--- config.mk ---
export PLATFORM = sky130hd
export DESIGN_NAME = iarc_ctrl
export DESIGN_NICKNAME = d
export VERILOG_FILES = /design/src/common/iarc_pkg.sv /design/src/verilog/iarc_flag_bank.sv /design/src/verilog/iarc_ctrl.sv
export SDC_FILE = /design/constraint.sdc
export NUM_CORES = 1
export LEC_CHECK = 0
export BUFFER_PORTS_ARGS = -buffer_cell sky130_fd_sc_hd__buf_2
export CAP_MARGIN = 20
export CORE_ASPECT_RATIO = 1.5
export CORE_MARGIN = 2
export CORE_UTILIZATION = 35
export CTS_BUF_LIST = sky130_fd_sc_hd__clkbuf_8
export DETAILED_ROUTE_END_ITERATION = 16
export GPL_ROUTABILITY_DRIVEN = 0
export PLACE_DENSITY = 0.65
export SLEW_MARGIN = 20
export SYNTH_ARGS = -nofsm -noshare
export SYNTH_HDL_FRONTEND = slang
export SYNTH_SLANG_ARGS = --single-unit
--- constraint.sdc ---
create_clock -name aclk -period 2.75 [get_ports aclk]
set_input_delay 0.4125 -clock aclk [delete_from_list [all_inputs] [get_ports aclk]]
set_output_delay 0.4125 -clock aclk [all_outputs]
set_load 0.02 [all_outputs]
--- src/common/iarc_pkg.sv ---
// iarc_pkg: register indices, field positions, reset values, timing
// counts and carrier types for the interrupt and converter run control.
// assumes a word-per-register slave: byte address = 4 * register index.
package iarc_pkg;

    // ======================================================================
    // register indices (byte address is four times the index)
    localparam logic [7:0] IDX_KEY_MASK = 8'he8;
    localparam logic [7:0] IDX_TICK_MASK = 8'heb;
    localparam logic [7:0] IDX_CONV_MASK = 8'hec;
    localparam logic [7:0] IDX_KEY_FLAG = 8'hed;
    localparam logic [7:0] IDX_TICK_FLAG = 8'hef;
    localparam logic [7:0] IDX_CONV_FLAG = 8'hf0;
    localparam logic [7:0] IDX_CONV_CTRL = 8'hf1;
    localparam logic [7:0] IDX_CORE_CTRL = 8'he0;
    localparam logic [7:0] IDX_CORE_STAT = 8'he1;

    // ======================================================================
    // field positions
    localparam int RUN_BIT = 0;
    localparam int CHSEL_BIT = 3;
    localparam int GIE_BIT = 0;
    localparam int STAT_HALT_BIT = 0;
    localparam int STAT_VEC_BIT = 1;
    localparam int STAT_REQ_BIT = 2;
    localparam int STAT_RUN_BIT = 3;
    localparam int TICK_2HZ_BIT = 2;
    localparam int TICK_8HZ_BIT = 1;
    localparam int TICK_32HZ_BIT = 0;

    // ======================================================================
    // reset values and bus answers
    localparam logic [3:0] NIBBLE_RST = 4'h0;
    localparam logic [1:0] RESP_OKAY = 2'h0;
    localparam logic [1:0] RESP_SLVERR = 2'h2;
    localparam int MAP_ADDR_BITS = 10;

    // ======================================================================
    // timing: pc save plus vector load, in core clock cycles
    localparam logic [3:0] VEC_CYCLES = 4'hc;

    // ======================================================================
    // carriers and states
    typedef struct packed {
        logic count_zero; // up/down count reached zero: conversion over
        logic overflow;   // up/down count overflowed
        logic meas_done;  // measurement finished
    } iarc_conv_evt_s;

    typedef struct packed {
        logic hz2;
        logic hz8;
        logic hz32;
    } iarc_tick_s;

    typedef enum logic [1:0] {
        VS_IDLE = 2'h0,
        VS_SAVE = 2'h1,
        VS_LOAD = 2'h3
    } iarc_vec_e;

endpackage

--- src/verilog/iarc_flag_bank.sv ---
// iarc_flag_bank: a group of interrupt factor flags cleared on read.
// assumes set pulses and the read strobe are synchronous to aclk.
`timescale 1ns/1ps

module iarc_flag_bank import iarc_pkg::*; #(
    parameter int W = 1
) (
    // clock and reset
    input wire logic aclk,
    input wire logic aresetn,
    // events and read strobe
    input wire logic [W-1:0] set,
    input wire logic rd_clr,
    // flag state
    output logic [W-1:0] flags
);

    // ======================================================================
    // elaboration check
    if (W < 1 || W > 4) begin : g_bad_w
        $error("iarc_flag_bank: W must be 1 to 4");
    end

    logic [W-1:0] flags_q;
    logic [W-1:0] flags_d;

    // set beats the read clear so an edge landing on the read is kept
    always_comb begin
        flags_d = (flags_q & ~{W{rd_clr}}) | set; // see
    end

    // initial reset drops every flag
    always_ff @(posedge aclk) begin
        if (!aresetn) begin
            flags_q <= '0;
        end else begin
            flags_q <= flags_d;
        end
    end

    assign flags = flags_q;

endmodule

--- src/verilog/iarc_ctrl.sv ---
// iarc_ctrl: interrupt control and converter run control, AXI4-Lite slave.
// assumes tick, key and converter event inputs are synchronous to aclk.
//
// Operation
// writing one to the run bit starts a conversion; run bit reads back
// run bit stays one during conversion, hardware clears it at the end
// writing zero while converting pauses instead of completing
// run bit cleared by reset, counter overflow, and measurement done
// channel select picks second sensor when one, readable, resets zero
// software sets channel select before setting the run bit
// converter mask bit enables its interrupt, readable, resets zero
// converter flag sets when the up/down count reaches zero
// factor flags are read-only and cleared by a read
// request only when flag, its mask and global enable are all one
// accepting an interrupt clears the global enable
// halt stops the core clock; any request restarts it
// falling tick edges at 2, 8, 32 Hz set the three tick flags
// initial reset clears all factor flags
// software takes care reading flags while interrupts are enabled
// four key pins each have a mask, sharing one edge flag
// three tick mask bits, enable when one, reset to zero
// pc save and vector load take twelve core clock cycles
// unused nibble bits read zero and ignore writes
// flags set regardless of mask; mask only gates the request
`timescale 1ns/1ps

module iarc_ctrl import iarc_pkg::*; #(
    parameter int ADDR_W = 12
) (
    // clock and reset
    input wire logic aclk,
    input wire logic aresetn,
    // axi4-lite write address and data
    input wire logic [ADDR_W-1:0] s_axi_awaddr,
    input wire logic s_axi_awvalid,
    output logic s_axi_awready,
    input wire logic [31:0] s_axi_wdata,
    input wire logic [3:0] s_axi_wstrb,
    input wire logic s_axi_wvalid,
    output logic s_axi_wready,
    // axi4-lite write response
    output logic [1:0] s_axi_bresp,
    output logic s_axi_bvalid,
    input wire logic s_axi_bready,
    // axi4-lite read
    input wire logic [ADDR_W-1:0] s_axi_araddr,
    input wire logic s_axi_arvalid,
    output logic s_axi_arready,
    output logic [31:0] s_axi_rdata,
    output logic [1:0] s_axi_rresp,
    output logic s_axi_rvalid,
    input wire logic s_axi_rready,
    // interrupt sources
    input wire iarc_tick_s ticks,
    input wire logic [3:0] key_inputs,
    input wire iarc_conv_evt_s conv_evt,
    // converter control
    output logic conv_run,
    output logic conv_start,
    output logic conv_pause,
    output logic sensor_channel_sel,
    // cpu core side
    input wire logic irq_ack,
    input wire logic halt_req,
    output logic irq_req,
    output logic core_clk_en,
    output logic vec_busy,
    output logic vec_load
);

    // ======================================================================
    // elaboration check
    if (ADDR_W < MAP_ADDR_BITS || ADDR_W > 32) begin : g_bad_addr
        $error("iarc_ctrl: ADDR_W must be 10 to 32");
    end

    // decode: upper bits zero and word index match
    function automatic logic hit(input logic [ADDR_W-1:0] a,
                                 input logic [7:0] idx);
        return ((a >> MAP_ADDR_BITS) == '0) && (a[9:2] == idx);
    endfunction

    function automatic logic mapped(input logic [ADDR_W-1:0] a);
        return hit(a, IDX_KEY_MASK) || hit(a, IDX_TICK_MASK) ||
               hit(a, IDX_CONV_MASK) || hit(a, IDX_KEY_FLAG) ||
               hit(a, IDX_TICK_FLAG) || hit(a, IDX_CONV_FLAG) ||
               hit(a, IDX_CONV_CTRL) || hit(a, IDX_CORE_CTRL) ||
               hit(a, IDX_CORE_STAT);
    endfunction

    // ======================================================================
    // declarations
    logic aw_have_q, aw_have_d, w_have_q, w_have_d;
    logic [ADDR_W-1:0] aw_addr_q, aw_addr_d;
    logic [3:0] wdata_q, wdata_d;
    logic wlane_q, wlane_d;
    logic bvalid_q, bvalid_d;
    logic [1:0] bresp_q, bresp_d;
    logic rvalid_q, rvalid_d;
    logic [1:0] rresp_q, rresp_d;
    logic [3:0] rdata_q, rdata_d;
    logic wr_fire, ar_fire;
    logic [3:0] key_mask_q, key_mask_d;
    logic [2:0] tick_mask_q, tick_mask_d;
    logic conv_mask_q, conv_mask_d;
    logic run_q, run_d, chsel_q, chsel_d;
    logic start_q, start_d, pause_q, pause_d;
    logic global_q, global_d, halt_q, halt_d;
    logic [2:0] tick_now, tick_prev_q, tick_fall;
    logic [3:0] key_prev_q, key_rise, key_src_q, key_src_d;
    logic [2:0] tick_flag;
    logic key_flag, conv_flag;
    logic clr_tick, clr_key, clr_conv;
    logic conv_stop;
    iarc_vec_e vs_q, vs_d;
    logic [3:0] vcnt_q, vcnt_d;

    // ======================================================================
    // axi handshakes: address and data taken in either order
    assign s_axi_awready = !aw_have_q && !bvalid_q;
    assign s_axi_wready = !w_have_q && !bvalid_q;
    assign s_axi_arready = !rvalid_q;
    assign wr_fire = aw_have_q && w_have_q && !bvalid_q;
    assign ar_fire = s_axi_arvalid && s_axi_arready;
    assign s_axi_bvalid = bvalid_q;
    assign s_axi_bresp = bresp_q;
    assign s_axi_rvalid = rvalid_q;
    assign s_axi_rresp = rresp_q;
    assign s_axi_rdata = {28'h0000000, rdata_q};

    // read side effect: a flag read clears that flag group
    assign clr_tick = ar_fire && hit(s_axi_araddr, IDX_TICK_FLAG);
    assign clr_key = ar_fire && hit(s_axi_araddr, IDX_KEY_FLAG);
    assign clr_conv = ar_fire && hit(s_axi_araddr, IDX_CONV_FLAG);

    // bus next state
    always_comb begin
        aw_have_d = aw_have_q;
        aw_addr_d = aw_addr_q;
        w_have_d = w_have_q;
        wdata_d = wdata_q;
        wlane_d = wlane_q;
        bvalid_d = bvalid_q;
        bresp_d = bresp_q;
        rvalid_d = rvalid_q;
        rresp_d = rresp_q;
        rdata_d = rdata_q;
        if (s_axi_awvalid && s_axi_awready) begin
            aw_have_d = 1'b1;
            aw_addr_d = s_axi_awaddr;
        end
        if (s_axi_wvalid && s_axi_wready) begin
            w_have_d = 1'b1;
            wdata_d = s_axi_wdata[3:0];
            wlane_d = s_axi_wstrb[0];
        end
        if (wr_fire) begin
            aw_have_d = 1'b0;
            w_have_d = 1'b0;
            bvalid_d = 1'b1;
            bresp_d = mapped(aw_addr_q) ? RESP_OKAY : RESP_SLVERR;
        end else if (bvalid_q && s_axi_bready) begin
            bvalid_d = 1'b0;
        end
        if (ar_fire) begin
            rvalid_d = 1'b1;
            rresp_d = mapped(s_axi_araddr) ? RESP_OKAY : RESP_SLVERR;
            // unused bits come back zero
            rdata_d = 4'h0;
            if (hit(s_axi_araddr, IDX_KEY_MASK)) begin
                rdata_d = key_mask_q;
            end
            if (hit(s_axi_araddr, IDX_TICK_MASK)) begin
                rdata_d = {1'b0, tick_mask_q};
            end
            if (hit(s_axi_araddr, IDX_CONV_MASK)) begin
                rdata_d = {3'h0, conv_mask_q};
            end
            if (hit(s_axi_araddr, IDX_KEY_FLAG)) begin
                rdata_d = {3'h0, key_flag};
            end
            if (hit(s_axi_araddr, IDX_TICK_FLAG)) begin
                rdata_d = {1'b0, tick_flag};
            end
            if (hit(s_axi_araddr, IDX_CONV_FLAG)) begin
                rdata_d = {3'h0, conv_flag};
            end
            if (hit(s_axi_araddr, IDX_CONV_CTRL)) begin
                rdata_d = {chsel_q, 2'h0, run_q}; // see
            end
            if (hit(s_axi_araddr, IDX_CORE_CTRL)) begin
                rdata_d = {3'h0, global_q};
            end
            if (hit(s_axi_araddr, IDX_CORE_STAT)) begin
                rdata_d = {run_q, irq_req, vec_busy, halt_q};
            end
        end else if (rvalid_q && s_axi_rready) begin
            rvalid_d = 1'b0;
        end
    end

    always_ff @(posedge aclk) begin
        if (!aresetn) begin
            aw_have_q <= 1'b0;
            aw_addr_q <= '0;
            w_have_q <= 1'b0;
            wdata_q <= 4'h0;
            wlane_q <= 1'b0;
            bvalid_q <= 1'b0;
            bresp_q <= RESP_OKAY;
            rvalid_q <= 1'b0;
            rresp_q <= RESP_OKAY;
            rdata_q <= 4'h0;
        end else begin
            aw_have_q <= aw_have_d;
            aw_addr_q <= aw_addr_d;
            w_have_q <= w_have_d;
            wdata_q <= wdata_d;
            wlane_q <= wlane_d;
            bvalid_q <= bvalid_d;
            bresp_q <= bresp_d;
            rvalid_q <= rvalid_d;
            rresp_q <= rresp_d;
            rdata_q <= rdata_d;
        end
    end

    // ======================================================================
    // event edges: inputs already synchronous, one stage of history
    assign tick_now = {ticks.hz2, ticks.hz8, ticks.hz32};
    assign tick_fall = tick_prev_q & ~tick_now;
    assign key_rise = key_inputs & ~key_prev_q;
    // key pins remembered so each pin's own mask can gate the shared flag
    assign key_src_d = (key_src_q & ~{4{clr_key}}) | key_rise;

    always_ff @(posedge aclk) begin
        if (!aresetn) begin
            tick_prev_q <= 3'h0;
            key_prev_q <= 4'h0;
            key_src_q <= 4'h0;
        end else begin
            tick_prev_q <= tick_now;
            key_prev_q <= key_inputs;
            key_src_q <= key_src_d;
        end
    end

    // ======================================================================
    // factor flags: set whatever the masks say
    iarc_flag_bank #(.W(3)) u_tick_flags (
        .aclk(aclk),
        .aresetn(aresetn),
        .set(tick_fall),
        .rd_clr(clr_tick),
        .flags(tick_flag)
    );

    iarc_flag_bank #(.W(1)) u_key_flag (
        .aclk(aclk),
        .aresetn(aresetn),
        .set(|key_rise),
        .rd_clr(clr_key),
        .flags(key_flag)
    );

    iarc_flag_bank #(.W(1)) u_conv_flag (
        .aclk(aclk),
        .aresetn(aresetn),
        .set(conv_evt.count_zero), // see
        .rd_clr(clr_conv),
        .flags(conv_flag)
    );

    // request needs flag, mask and global enable together
    assign irq_req = global_q && (|(tick_flag & tick_mask_q) ||
                     (conv_flag && conv_mask_q) ||
                     (key_flag && |(key_src_q & key_mask_q)));

    // ======================================================================
    // control registers, converter run and core state
    assign conv_stop = conv_evt.count_zero || conv_evt.overflow ||
                       conv_evt.meas_done;

    always_comb begin
        key_mask_d = key_mask_q;
        tick_mask_d = tick_mask_q;
        conv_mask_d = conv_mask_q;
        run_d = run_q;
        chsel_d = chsel_q;
        global_d = global_q;
        halt_d = halt_q;
        start_d = 1'b0;
        pause_d = 1'b0;
        // only byte lane 0 carries the nibble; other bits dropped
        if (wr_fire && wlane_q) begin
            if (hit(aw_addr_q, IDX_KEY_MASK)) begin
                key_mask_d = wdata_q;
            end
            if (hit(aw_addr_q, IDX_TICK_MASK)) begin
                tick_mask_d = wdata_q[2:0];
            end
            if (hit(aw_addr_q, IDX_CONV_MASK)) begin
                conv_mask_d = wdata_q[0];
            end
            if (hit(aw_addr_q, IDX_CORE_CTRL)) begin
                global_d = wdata_q[GIE_BIT];
            end
            if (hit(aw_addr_q, IDX_CONV_CTRL)) begin
                chsel_d = wdata_q[CHSEL_BIT];
                if (wdata_q[RUN_BIT]) begin
                    run_d = 1'b1;
                    start_d = !run_q;
                end else if (run_q) begin
                    run_d = 1'b0;
                    pause_d = 1'b1;
                end
            end
        end
        // hardware stop wins over a software start in the same cycle
        if (conv_stop) begin
            run_d = 1'b0; // see
            start_d = 1'b0;
            pause_d = 1'b0;
        end
        if (irq_ack) begin
            global_d = 1'b0;
        end
        // a pending request stops a halt from sticking
        if (halt_req) begin
            halt_d = 1'b1;
        end
        if (irq_req) begin
            halt_d = 1'b0;
        end
    end

    always_ff @(posedge aclk) begin
        if (!aresetn) begin
            key_mask_q <= NIBBLE_RST;
            tick_mask_q <= NIBBLE_RST[2:0];
            conv_mask_q <= NIBBLE_RST[0];
            run_q <= NIBBLE_RST[RUN_BIT];
            chsel_q <= NIBBLE_RST[CHSEL_BIT];
            global_q <= 1'b0;
            halt_q <= 1'b0;
            start_q <= 1'b0;
            pause_q <= 1'b0;
        end else begin
            key_mask_q <= key_mask_d;
            tick_mask_q <= tick_mask_d;
            conv_mask_q <= conv_mask_d;
            run_q <= run_d;
            chsel_q <= chsel_d;
            global_q <= global_d;
            halt_q <= halt_d;
            start_q <= start_d;
            pause_q <= pause_d;
        end
    end

    assign conv_run = run_q;
    assign conv_start = start_q;
    assign conv_pause = pause_q;
    assign sensor_channel_sel = chsel_q;
    assign core_clk_en = !halt_q;

    // ======================================================================
    // vector sequence: twelve cycles from accept, last one loads the vector
    always_comb begin
        vs_d = vs_q;
        vcnt_d = vcnt_q;
        unique case (vs_q)
            VS_IDLE: begin
                if (irq_ack) begin
                    vs_d = VS_SAVE;
                    vcnt_d = 4'h1;
                end
            end
            VS_SAVE: begin
                vcnt_d = vcnt_q + 4'h1;
                if (vcnt_q == VEC_CYCLES - 4'h1) begin
                    vs_d = VS_LOAD;
                end
            end
            VS_LOAD: begin
                vs_d = VS_IDLE;
            end
            default: begin
                vs_d = VS_IDLE;
            end
        endcase
    end

    always_ff @(posedge aclk) begin
        if (!aresetn) begin
            vs_q <= VS_IDLE;
            vcnt_q <= 4'h0;
        end else begin
            vs_q <= vs_d;
            vcnt_q <= vcnt_d;
        end
    end

    assign vec_busy = (vs_q != VS_IDLE);
    assign vec_load = (vs_q == VS_LOAD);

    logic run_wr, stop_wr;
    assign run_wr = wr_fire && wlane_q && hit(aw_addr_q, IDX_CONV_CTRL) &&
                    wdata_q[RUN_BIT];
    assign stop_wr = wr_fire && wlane_q && hit(aw_addr_q, IDX_CONV_CTRL) &&
                     !wdata_q[RUN_BIT];
endmodule

==> flow_metrics.env <==
export IMPL_setup_violations=0
export IMPL_area_growth_syn_to_layout_pct=18.0
export IMPL_required_ps=2340
export IMPL_synth_cells=342
export IMPL_clock_skew_ps=9.32
export IMPL_hp_class="in -> reg"
export IMPL_cts_sinks=61
export IMPL_first_global_vias=2408
export IMPL_whs_endpoint="s_axi_rvalid"
export IMPL_drt_iter0_markers=89
export IMPL_fillers=832
export IMPL_worstPathMaxFanout=3
export IMPL_firstDrtPassIters=4
export IMPL_viasPerCell=4.77
export IMPL_vias=2441
export IMPL_fin_tns_setup_ps=0
export IMPL_n_antenna_cell=0
export IMPL_fin_nets=483
export IMPL_period_minus_slack_ps=1930
export IMPL_synth_top_area_share_pct=42.5
export IMPL_synth_main_ff_cell="dfxtp_1"
export IMPL_seq_area_frac_synth_pct=42.5
export IMPL_cts_buffers_inserted=9
export IMPL_worstHoldStart="s_axi_rready"
export IMPL_antenna_found_initial=0
export IMPL_rsz0062_at_grt="false"
export IMPL_clock_root_buffer="clkbuf_8"
export IMPL_yosys_top_cells_count="61 x dfxtp_1, 43 x nand2_1, 31 x nor2_1, 30 x buf_4, 26 x a21oi_1"
export IMPL_io_pin_count=128
export IMPL_dieWidth_um=78.0
export IMPL_place_ws_ps=944
export IMPL_htreeDepth=3
export IMPL_start_util_pct=35.9
export IMPL_ys_types=45
export IMPL_cts_tree="yes"
export IMPL_track_usage_pct=15.2
export IMPL_io_buffers=62
export IMPL_rrSetupSlack_ps=1190
export IMPL_fmax_mhz=518
export IMPL_cts_buffer_depth=2
export IMPL_yosysMostFrequentCell="dfxtp_1"
export IMPL_drv_slew=0
export IMPL_row_count=40
export IMPL_utilization_pct=42.4
export IMPL_ir_drop_v=0.000275
export IMPL_hold_viol_final=0
export IMPL_synthesis_area_um2=2880
export IMPL_async_reset_ff_share_pct=0
export IMPL_wl_per_cell_um=12.4
export IMPL_power_leakage_nw=1.47
export IMPL_path_clk_slew_ps=70
export IMPL_drive_gt1_share_pct=22.6
export IMPL_ys_ff_latch=61
export IMPL_synth_edf_count=0
export IMPL_maxSlewHeadroom_pct=62.8
export IMPL_cap_violations=0
export IMPL_yosys_warnings=0
export IMPL_drcViolationCount=0
export IMPL_ff2ff_path_depth=4
export IMPL_cts_resized=0
export IMPL_insertion_delay_ps=350
export IMPL_drt_wl_total_um=6340
export IMPL_grt_max_degree=43
export IMPL_arrival_ps=1520
export IMPL_fin_ws_ps=819
export IMPL_antenna_left=0
export IMPL_regToRegEndpoint="key_src_q[2]"
export IMPL_syn_area_per_cell_um2=8.41
export IMPL_overflow=0
export IMPL_dieArea_um2=8970
export IMPL_synth_top_area_cell="dfxtp_1"
export IMPL_start_kind="flip-flop"
export IMPL_crit_type="reg -> out"
export IMPL_dp_hpwl_um=4690
export IMPL_power_density_nw_per_um2=626
export IMPL_cts_setup_buffers=0
export IMPL_grt_pass1_wl_um=10600
export IMPL_core_area_um2=8010
export IMPL_hold_buffers=0
export IMPL_die_h_um=115
export IMPL_min_path_cells=2
export IMPL_ys_top_cells_by_area="dfxtp_1 42%, buf_4 7.8%, nand2_1 5.6%, mux2i_1 5.2%, a21oi_1 4.5%"
export IMPL_period_share_pct=70.2
export IMPL_worstMarginPinSlew_ps=557
export IMPL_endpoint_kind="output port"
export IMPL_status="completed"
export IMPL_timing_rr_start="s_axi_rvalid"
-- critical path, stage by stage (launching register included) --
cell and delay (ps):
dfxtp_1 360, a22o_1 140, o21ai_0 80, a31oi_1 350, buf_2 240
-- cells by family after synthesis --
logic type	Yosys count	share of synthesized area, %
and+or+nand+nor	147	26.8
AOI/OAI and AO/OA	65	13.6
DFF	61	42.5
buffers and inverters	50	10.6
muxes	17	6.00
adders and majority gates	1	0.435
other	1	0.130
-- report_power, final --
group | internal (mW) | total [mW] | switching, mW
clock | 0.579 | 0.932 | 0.352
sequential | 0.925 | 0.960 | 0.0347
combinational | 0.0828 | 0.232 | 0.150
total | 1.59 | 2.12 | 0.537
-- sequential cells by signal, summed over array words and instances, names as in the netlist, 2 cells and up --
name,count
vs_q,2
key_src_q,4
key_mask_q,4
tick_prev_q,3
rdata_q,4
tick_mask_q,3
key_prev_q,4
vcnt_q,4
wdata_q,4
u_tick_flags.flags,3
aw_addr_q,10
-- worst max-delay path by stage --
stage | depth (start not counted) | slack (ps) | end | startpoint
finish | 4 | 820 | irq_req | key_mask_q[0]
global route | 4 | 680 | irq_req | key_mask_q[0]
CTS | 4 | 810 | irq_req | key_mask_q[0]
detailed placement | 5 | 940 | key_src_q[2] | s_axi_arvalid
global placement | 5 | 1010 | key_src_q[2] | s_axi_arvalid
floorplan | 5 | 1280 | aw_addr_q[11] | s_axi_bvalid
-- stage by stage --
stage / hold WS (ps) / instances / total power, mW / cell area [um2]
after floorplan: 436 / 371 / 1.17 / 2990
after global placement: 442 / 497 / 1.21 / 3160
after detailed placement: 456 / 497 / 1.21 / 3160
after CTS: 241 / 512 / 2.15 / 3390
after global routing: 249 / 512 / 2.22 / 3390
final: 246 / 512 / 2.12 / 3390
-- cells in the final DEF, fill, tap and decap left out, types with 3 or more instances in the layout --
| cell type | synthesis | routed |
|---|---|---|
| a22oi_1 | 6 | 6 |
| nor2b_1 | 16 | 16 |
| nand2_1 | 43 | 43 |
| nor2_1 | 31 | 31 |
| clkbuf_8 | 0 | 12 |
| dfxtp_1 | 61 | 61 |
| nor3_2 | 4 | 4 |
| conb_1 | 1 | 30 |
| o211ai_1 | 3 | 3 |
| nand2b_1 | 4 | 4 |
| inv_1 | 7 | 7 |
| a21oi_1 | 26 | 26 |
| a22o_1 | 3 | 3 |
| nand3_1 | 6 | 6 |
| and2_1 | 12 | 12 |
| a31oi_1 | 4 | 4 |
| nand4_1 | 5 | 5 |
| nor4_1 | 4 | 4 |
| nor3_1 | 8 | 8 |
| o21ai_0 | 14 | 14 |
| buf_2 | 3 | 62 |
| mux2i_1 | 15 | 15 |
-- final cells by class --
type                    instances  area [um2]  share of cell area, %
flip-flops and latches         61        1220                   36.0
repair buffers                 63         318                   9.37
clock buffers                  12         165                   4.87
well taps                     105         131                   3.87
inverters                       8        30.0                  0.885
multi-input cells             260        1460                   43.0
clock inverters                 3        67.6                   1.99
-- metal layers --
metal | global-route usage, % | vias up | routed length [um]
met5 | 0 | - | 0
li1 | - | 1240 | -
met2 | 27.5 | 79 | 3220
met4 | 9.12 | 0 | 206
met1 | 15.5 | 1106 | 2550
met3 | 4.24 | 16 | 357
(Power assumes the default switching activity.)
